<file path="src/verilog/wsg_defs.vh">
// Register offsets, field positions, reset values and codes for the wait-state generator.
`ifndef WSG_DEFS_VH
`define WSG_DEFS_VH

// ----------------------------------------------------------------------------
// Register map (word offsets on the CPU-mapped register port)
// ----------------------------------------------------------------------------
`define WSG_ADDR_W 8
`define WSG_OFS_RANGE 8'h28
`define WSG_OFS_CTRL 8'h2b

// ----------------------------------------------------------------------------
// Range register fields
// ----------------------------------------------------------------------------
`define WSG_XPROG_BIT 15
`define WSG_IO_LSB 4'hc
`define WSG_DHI_LSB 4'h9
`define WSG_DLO_LSB 4'h6
`define WSG_PHI_LSB 4'h3
`define WSG_PLO_LSB 4'h0
`define WSG_FIELD_W 3
`define WSG_RANGE_RESET 16'h7fff
`define WSG_RANGE_WMASK 16'hffff

// ----------------------------------------------------------------------------
// Control register fields
// ----------------------------------------------------------------------------
`define WSG_DBL_BIT 0
`define WSG_CTRL_RESET 16'h0000
`define WSG_CTRL_WMASK 16'h0001

// ----------------------------------------------------------------------------
// Access spaces and program split
// ----------------------------------------------------------------------------
`define WSG_SP_PROG 2'h0
`define WSG_SP_DATA 2'h1
`define WSG_SP_IO 2'h2
`define WSG_ADDR_HALF_BIT 15
`define WSG_XPROG_LIMIT 19'h3ffff
`define WSG_MAX_WAIT 4'he

`endif

</file>
<file path="src/verilog/wsg_counter.v">
// Wait-state down counter that holds the external cycle and stalls the CPU.
`timescale 1ns/1ps
module wsg_counter (
    input wire clk,
    input wire reset,
    input wire ce,
    input wire start,
    input wire [3:0] count,
    output reg busy,
    output reg done
);
    reg [3:0] remain;

    // ------------------------------------------------------------------------
    // Counter
    // ------------------------------------------------------------------------
    always @(posedge clk) begin
        if (reset) begin
            remain <= 4'h0;
            busy <= 1'b0;
            done <= 1'b0;
        end else if (ce) begin
            done <= 1'b0;
            if (!busy && start) begin
                if (count == 4'h0) begin
                    done <= 1'b1;
                end else begin
                    remain <= count;
                    busy <= 1'b1;
                end
            end else if (busy) begin
                if (remain == 4'h1) begin
                    busy <= 1'b0;
                    done <= 1'b1;
                end
                remain <= remain - 4'h1;
            end
        end
    end
endmodule

</file>
<file path="src/verilog/wsg_top.v">
// Programmable wait-state generator for the external bus of one DSP subsystem pair.
`timescale 1ns/1ps
`include "wsg_defs.vh"
module wsg_top (
    input wire REF_CLK,
    input wire RESET,
    input wire CE,
    // CPU-mapped register port.
    input wire [7:0] REG_ADDR,
    input wire REG_SEL_B,
    input wire REG_WR,
    input wire REG_RD,
    input wire [15:0] REG_WDATA,
    output reg [15:0] REG_RDATA,
    // External access request from the bus interface.
    input wire OWNER_B,
    input wire ACC_START,
    input wire [1:0] ACC_SPACE,
    input wire [18:0] ACC_ADDR,
    // Wait-state status.
    output reg BUS_HOLD,
    output reg CPU_STALL,
    output reg ACC_DONE,
    output reg [3:0] WAIT_COUNT
);
    reg [15:0] range_set [0:1];
    reg [15:0] ctrl_set [0:1];
    wire hit_range;
    wire hit_ctrl;
    wire wr_en;
    wire rd_en;
    wire [15:0] own_range;
    wire own_dbl;
    wire [3:0] next_wait;
    wire start_ok;
    wire ctr_busy;
    wire ctr_done;

    // ------------------------------------------------------------------------
    // Field extraction shared by all ranges
    // ------------------------------------------------------------------------
    // Returns the three-bit base count that starts at bit lsb.
    function [2:0] field;
        input [15:0] r;
        input [3:0] lsb;
        reg [15:0] sh;
        begin
            sh = r >> lsb;
            field = sh[2:0];
        end
    endfunction

    // Base count of a program access. A program access beyond the extended
    // range gets no wait states.
    function [2:0] prog_base;
        input [15:0] r;
        input [18:0] a;
        begin
            if (r[`WSG_XPROG_BIT]) begin
                // Outside the extended range no field applies.
                if (a <= `WSG_XPROG_LIMIT)
                    prog_base = field(r, `WSG_PLO_LSB);
                else
                    prog_base = 3'h0;
            end else if (a[`WSG_ADDR_HALF_BIT]) begin
                prog_base = field(r, `WSG_PHI_LSB);
            end else begin
                prog_base = field(r, `WSG_PLO_LSB);
            end
        end
    endfunction

    // Base count of a data access, split at the middle of data space.
    function [2:0] data_base;
        input [15:0] r;
        input [18:0] a;
        begin
            if (a[`WSG_ADDR_HALF_BIT])
                data_base = field(r, `WSG_DHI_LSB);
            else
                data_base = field(r, `WSG_DLO_LSB);
        end
    endfunction

    // Applies the doubler; seven doubled is the fourteen-wait ceiling.
    function [3:0] scale;
        input [2:0] base;
        input dbl;
        begin
            if (dbl)
                scale = {base, 1'b0};
            else
                scale = {1'b0, base};
        end
    endfunction

    // Wait count of an access, after the doubler.
    function [3:0] pick;
        input [15:0] r;
        input [1:0] sp;
        input [18:0] a;
        input dbl;
        reg [2:0] base;
        begin
            case (sp)
                `WSG_SP_IO: base = field(r, `WSG_IO_LSB);
                `WSG_SP_DATA: base = data_base(r, a);
                `WSG_SP_PROG: base = prog_base(r, a);
                default: base = 3'h0;
            endcase
            pick = scale(base, dbl);
        end
    endfunction

    // ------------------------------------------------------------------------
    // Register address decode, shared by the write and read paths
    // ------------------------------------------------------------------------
    // Both paths decode the word offset alone; other offsets are ignored on
    // write and read as zero.
    assign hit_range = (REG_ADDR == `WSG_OFS_RANGE);
    assign hit_ctrl = (REG_ADDR == `WSG_OFS_CTRL);
    assign wr_en = CE && REG_WR;
    assign rd_en = CE && REG_RD;

    // ------------------------------------------------------------------------
    // Register sets, one per subsystem
    // ------------------------------------------------------------------------
    // Each subsystem keeps its own pair of settings; software selects its pair
    // with the select line, while the access path below reads the pair of
    // whichever side owns the external bus. Write masks keep reserved bits zero.
    genvar g;
    generate
        for (g = 0; g < 2; g = g + 1) begin : gen_set
            always @(posedge REF_CLK) begin
                if (RESET) begin
                    range_set[g] <= `WSG_RANGE_RESET;
                    ctrl_set[g] <= `WSG_CTRL_RESET;
                end else if (wr_en && (REG_SEL_B == (g == 1))) begin
                    if (hit_range)
                        range_set[g] <= REG_WDATA & `WSG_RANGE_WMASK;
                    if (hit_ctrl)
                        ctrl_set[g] <= REG_WDATA & `WSG_CTRL_WMASK;
                end
            end
        end
    endgenerate

    // ------------------------------------------------------------------------
    // Read port
    // ------------------------------------------------------------------------
    // Reads return the stored word; the reserved control bits are never
    // stored, so they read as zero.
    always @(posedge REF_CLK) begin
        if (RESET) begin
            REG_RDATA <= 16'h0000;
        end else if (rd_en) begin
            if (hit_range)
                REG_RDATA <= range_set[REG_SEL_B];
            else if (hit_ctrl)
                REG_RDATA <= ctrl_set[REG_SEL_B];
            else
                REG_RDATA <= 16'h0000;
        end
    end

    // ------------------------------------------------------------------------
    // Access decode and wait generation
    // ------------------------------------------------------------------------
    // The owner is looked at only when an access is accepted, so a change of
    // ownership during a hold leaves the running count alone.
    assign own_range = OWNER_B ? range_set[1] : range_set[0];
    assign own_dbl = OWNER_B ? ctrl_set[1][`WSG_DBL_BIT] : ctrl_set[0][`WSG_DBL_BIT];
    assign next_wait = pick(own_range, ACC_SPACE, ACC_ADDR, own_dbl);
    assign start_ok = ACC_START && !ctr_busy;

    // The counter takes a start only while idle, so a request during a hold
    // is dropped and must be repeated after the done pulse.
    wsg_counter u_counter (
        .clk(REF_CLK),
        .reset(RESET),
        .ce(CE),
        .start(ACC_START),
        .count(next_wait),
        .busy(ctr_busy),
        .done(ctr_done)
    );

    // ------------------------------------------------------------------------
    // Registered outputs
    // ------------------------------------------------------------------------
    // Outputs are registered copies of the counter, so the hold and the stall
    // start one cycle after the counter and last exactly as many cycles. The
    // done pulse rises on the edge on which the hold falls.
    always @(posedge REF_CLK) begin
        if (RESET) begin
            BUS_HOLD <= 1'b0;
            CPU_STALL <= 1'b0;
            ACC_DONE <= 1'b0;
            WAIT_COUNT <= 4'h0;
        end else if (CE) begin
            BUS_HOLD <= ctr_busy;
            CPU_STALL <= ctr_busy;
            ACC_DONE <= ctr_done;
            if (start_ok)
                WAIT_COUNT <= next_wait;
        end
    end
endmodule
</file>
<file path="config.mk">
export PLATFORM = sky130hd
export DESIGN_NAME = wsg_top
export DESIGN_NICKNAME = d
export VERILOG_FILES = /design/src/verilog/wsg_counter.v /design/src/verilog/wsg_top.v
export VERILOG_INCLUDE_DIRS = /design/src /design/src/verilog
export SDC_FILE = /design/constraint.sdc
export NUM_CORES = 1
export LEC_CHECK = 0
export ABC_AREA = 1
export BUFFER_PORTS_ARGS = -buffer_cell sky130_fd_sc_hd__buf_2
export CAP_MARGIN = 20
export CORE_ASPECT_RATIO = 1.4
export CORE_MARGIN = 2
export CORE_UTILIZATION = 56
export CTS_BUF_LIST = sky130_fd_sc_hd__clkbuf_8
export CTS_CLUSTER_DIAMETER = 100
export DETAILED_ROUTE_END_ITERATION = 16
export MAX_ROUTING_LAYER = met4
export PLACE_DENSITY_LB_ADDON = 0.08
export SYNTH_ARGS = -nofsm -noshare
export SYNTH_HDL_FRONTEND = slang
export SYNTH_SLANG_ARGS = --single-unit
</file>
<file path="constraint.sdc">
create_clock -name REF_CLK -period 1.9 [get_ports REF_CLK]
set_input_delay 0 -clock REF_CLK [delete_from_list [all_inputs] [get_ports REF_CLK]]
set_output_delay 0 -clock REF_CLK [all_outputs]
set_load 0.005 [all_outputs]
</file>
* Word level (Yosys, flattened, before mapping)
Memory sizes are Yosys's and may differ from the RTL's.
Index checks and enable logic that the tools add are counted.
** Word-level totals
- Register bits after elaboration :: 28
- Bits in writable memories :: 34
- Output and inout port bits :: 23
- Logic and storage cells :: 75
- Memories kept :: 2
** Operators by class
- Add/subtract/negate cells :: 1
- Magnitude comparators :: 1
- Equality and inequality tests :: 6
- Muxes and demuxes :: 41
- Bitwise operators :: 5
- Reductions and logical operators :: 12
** Memory list
- range_set :: words 2, width 16, rd ports 3, clocked after memory_dff 0, wr ports 2, RTL line wsg_top.v:26 : reg [15:0] range_set [0:1];
- ctrl_set :: words 2, width 1, rd ports 3, clocked after memory_dff 0, wr ports 2, RTL line wsg_top.v:27 : reg [15:0] ctrl_set [0:1];
** Operators with widths (count)
- $mux 16 :: 5
- $mux 1 :: 27
- $le 19x18->1 const B :: 1
- $eq 8x6->1 const B :: 2
- $mux 4 :: 4
- $mux 3 :: 4
- $pmux 3 s3 :: 1
- $logic_and 1x1->1 :: 5
- $eq 4x1->1 const B :: 1
- $logic_not 4->1 :: 1
- $or 1x1->1 :: 4
- $reduce_and 2->1 :: 2
- $sub 4x1->4 const B :: 1
- $reduce_and 3->1 :: 1
- $eq 2x1->1 const B :: 1
- $eq 2x2->1 const B :: 1
- $logic_not 2->1 :: 1
- $ne 2x2->1 const B :: 1
- $reduce_bool 2->1 :: 1
- $logic_not 1->1 :: 1
- $not 1->1 :: 1

* Logic depth before layout (Yosys ltp)
An unclocked memory read counts as a cell.
- Depth in word-level cells :: 9
- Mapped depth :: 15
- Gate-level depth less buffers :: 14

* Cells and area by module
From an unflattened synthesis, not the netlist that was laid out.
** Second synthesis, totals
- Cells, all modules :: 407
- Area total of the unflattened synthesis :: 3211.8 um2
** By module, submodules not included
- wsg_top :: instances 1, cells each 345, area each 2801.4 um2
- wsg_counter :: instances 1, cells each 62, area each 410.4 um2

* Worst setup path before layout
Ideal clock, no wire load.
- Path kind :: in2reg
- Start point :: input REG_ADDR[2]
- End point :: memory range_set[0][0] (enable)
- Library setup time :: 0.372 ns
- Arrival time :: 1.069 ns
- Slack :: 0.460 ns
- Cell stages on the path :: 5
- Path through :: inv_1 nand2_1 nor4_4 nand2_1 nand2_1
** RTL lines
- start, declared :: RTL line wsg_top.v:9 : input wire [7:0] REG_ADDR,
- end, declared :: RTL line wsg_top.v:26

==> flow_summary.json <==
{
  "viasPerCell": 4.958,
  "holdPathStages": 2,
  "clock-sinks": 62,
  "min_period_ns": 1.736,
  "grt_pass1_wl_um": 11450,
  "start_util": 0.5799,
  "clk_latency_ns": 0.34,
  "cp-end-kind": "flip-flop",
  "status": "complete, no violations",
  "hpwl_um": 4785,
  "r2r_start": "range_set[1][15]",
  "path_class": "in2reg",
  "fin_cells": 545,
  "cts_buffer_depth": 2,
  "drc": 0,
  "cp_max_fo": 15,
  "use_met3": 0.05535,
  "max_cap_violations": 0,
  "antenna_found_initial": 0,
  "postRouteAntennaNets": 0,
  "synth_fp_nets": 452,
  "required_ns": 1.96,
  "slew_viol_final": 0,
  "die_width_um": 67.93,
  "slew_headroom": 0.7239,
  "skew_ns": 0.008774,
  "drt-total-wl_um": 6989,
  "placed_cells_incl_taps": 513,
  "total_power_mw": 3.083,
  "max_freq_mhz": 575.9,
  "nNetsFinal": 527,
  "syn_avg_cell_area_um2": 8.071,
  "cts_tree": "done",
  "seqCellArea_um2": 1582,
  "setup_tns_ns": 0,
  "row_count": 32,
  "leakagePower_nw": 1.798,
  "setup_viol": 0,
  "syn_inst": 397,
  "fill_cells": 454,
  "hold_path.class": "in2reg",
  "worst_pin_slew_ns": 0.4132,
  "critPathMostFrequentCell": "nand2_1",
  "critical-path-max-stage-delay_ns": 0.53,
  "cts.root.buffer_cell": "clkbuf_8",
  "die_y_um": 93.50,
  "track_usage": 0.2504,
  "grt_max_degree": 33,
  "clk_transition_reported_paths_ns": 0.07,
  "cp.arrival_ns": 1.79,
  "r2r_cells": 12,
  "vias": 2702,
  "layout-area-overhead-vs-synth_pct": 21.12,
  "dieArea_um2": 6351,
  "pin_count": 76,
  "antenna_cells": 0,
  "cts_max_level": 3,
  "wl_per_cell_um": 12.82,
  "drive_gt1_frac": 0.2243,
  "worst_path_max_delay_cell": "dlygate4sd3_1",
  "min-delay-start": "RESET",
  "crit_chain": "dlygate4sd3_1 -> buf_2 -> inv_1 -> nor3_1 -> nand2_1 -> nor2_4 -> nand2_1",
  "grtUsageMet2": 0.3835,
  "ys_ff_latch": 62,
  "met1_usage": 0.3299,
  "busiest_layer": "met2",
  "seq_area_frac_synth": 0.4936,
  "core_um2": 5525,
  "dr.pass1.iters": 4,
  "startpoint": "CE",
  "multi_input_area_um2": 1282,
  "rsz0062_at_grt": "false",
  "vdd_drop_max_uv": 572.7,
  "yosysUniqueCellTypes": 31,
  "drt_first_iter_violations": 105,
  "ys_warn_count": 0,
  "numPortBuffers": 58,
  "gp_congestion": 0.8907,
  "period_share": 0.9139,
  "overflow": 0,
  "powerDensity_nw_per_um2": 794.3,
  "netlist_area_um2": 3204,
  "grt_pass1_vias": 2512,
  "finalHoldViolCount": 0,
  "startpoint_type": "input pin",
  "numCtsBuffers": 9
}
==> kinds of logic after synthesis <==
kind of cell	synth area share
AO/OA/AOI/OAI	0.1386
XOR/XNOR	0.005468
buffers and inverters	0.1062
flip-flops	0.4936
adder cells (fa/ha/maj)	0.007808
AND/OR/NAND/NOR	0.2483
==> where the power goes <==
| group | internal [mW] | leakage (nW) | switching, mW | total, mW |
|---|---|---|---|---|
| combinational | 0.171 | 1.13 | 0.250 | 0.421 |
| sequential | 1.49 | 0.571 | 0.0342 | 1.52 |
| clock | 0.636 | 0.102 | 0.506 | 1.14 |
==> worst paths after layout <==
check,slack [ns],to
min,0.05,WAIT_COUNT[3]
min reg2reg,0.47,ACC_DONE
max,0.16,range_set[0][4]
max reg2reg,0.31,u_counter.remain[0]
==> metrics by stage <==
step	utilization	setup slack, ns	cell area (µm²)	hold WS (ns)
6_report	0.7024	0.1636	3881	0.04671
5_1_grt	0.7024	0.02115	3881	0.03068
4_1_cts	0.7024	0.2152	3881	0.02541
3_5_place_dp	0.6375	0.2540	3522	0.2721
3_3_place_gp	0.6375	0.2947	3522	0.2649
2_1_floorplan	-	0.4598	3204	0.1749
==> Yosys cell counts, drive strengths merged <==
cell type  number  area (µm²)
nand2         123       479.2
inv            60       230.2
edfxtp         34        1021
a21oi          28       155.2
dfxtp          28       560.5
o21ai          28       140.1
nor2           21       98.84
nand3          20       122.6
o211ai         18       135.1
buf            11       87.58
clkbuf          6       22.52
nor3            6       30.03
or2             6       37.54
ha              2       25.02
xor2            2       17.52
a211oi          1       7.510
a31oi           1       6.260
nor4            1       21.27
or3             1       6.260
==> layout by cell type (no fill, tap or decap), types with 6 or more instances in the layout <==
cell and count:
dfxtp_1 28, dlygate4sd3_1 16, or2_2 6, a21oi_1 24, nand2_2 7, clkbuf_8 10
inv_1 59, nand2_1 116, nor2_1 17, o21ai_0 24, o211ai_1 18, edfxtp_1 34
buf_2 58, nand3_1 17, nor3_1 6, buf_4 7
==> routing by layer <==
| metal | share of wire | routed length (µm) |
|---|---|---|
| met5 | 0 | 0 |
| met4 | 0.0047 | 33 |
| met3 | 0.056 | 390 |
| met2 | 0.48 | 3387 |
| met1 | 0.45 | 3178 |
==> what timing repair did <==
action / 4_1_cts / 5_1_grt
gates resized for setup: 0 / 0
hold endpoints to repair: 32 / 0
buffers inserted: 0 / 0
hold buffers: 16 / 0
==> layout make-up <==
| class | instances | area share |
|---|---|---|
| tap | 68 | 0.02192 |
| inverter | 60 | 0.05932 |
| clock buffer | 10 | 0.03546 |
| clock inverter | 6 | 0.01580 |
| timing repair buffer | 81 | 0.1296 |
| multi-input combinational | 258 | 0.3304 |
| sequential | 62 | 0.4075 |
==> critical path: cells and delay by family <==
family	cells	cell delay [ns]
buf+inv	3	0.86
simple gates	4	0.93
==> registers in the layout (all words and copies together), names as in the netlist <==
register	flops
WAIT_COUNT	4
REG_RDATA	16
ctrl_set	2
u_counter.busy	1
CPU_STALL	1
range_set	32
ACC_DONE	1
u_counter.remain	4
u_counter.done	1
Note: power is estimated with default switching activity, not from simulation.
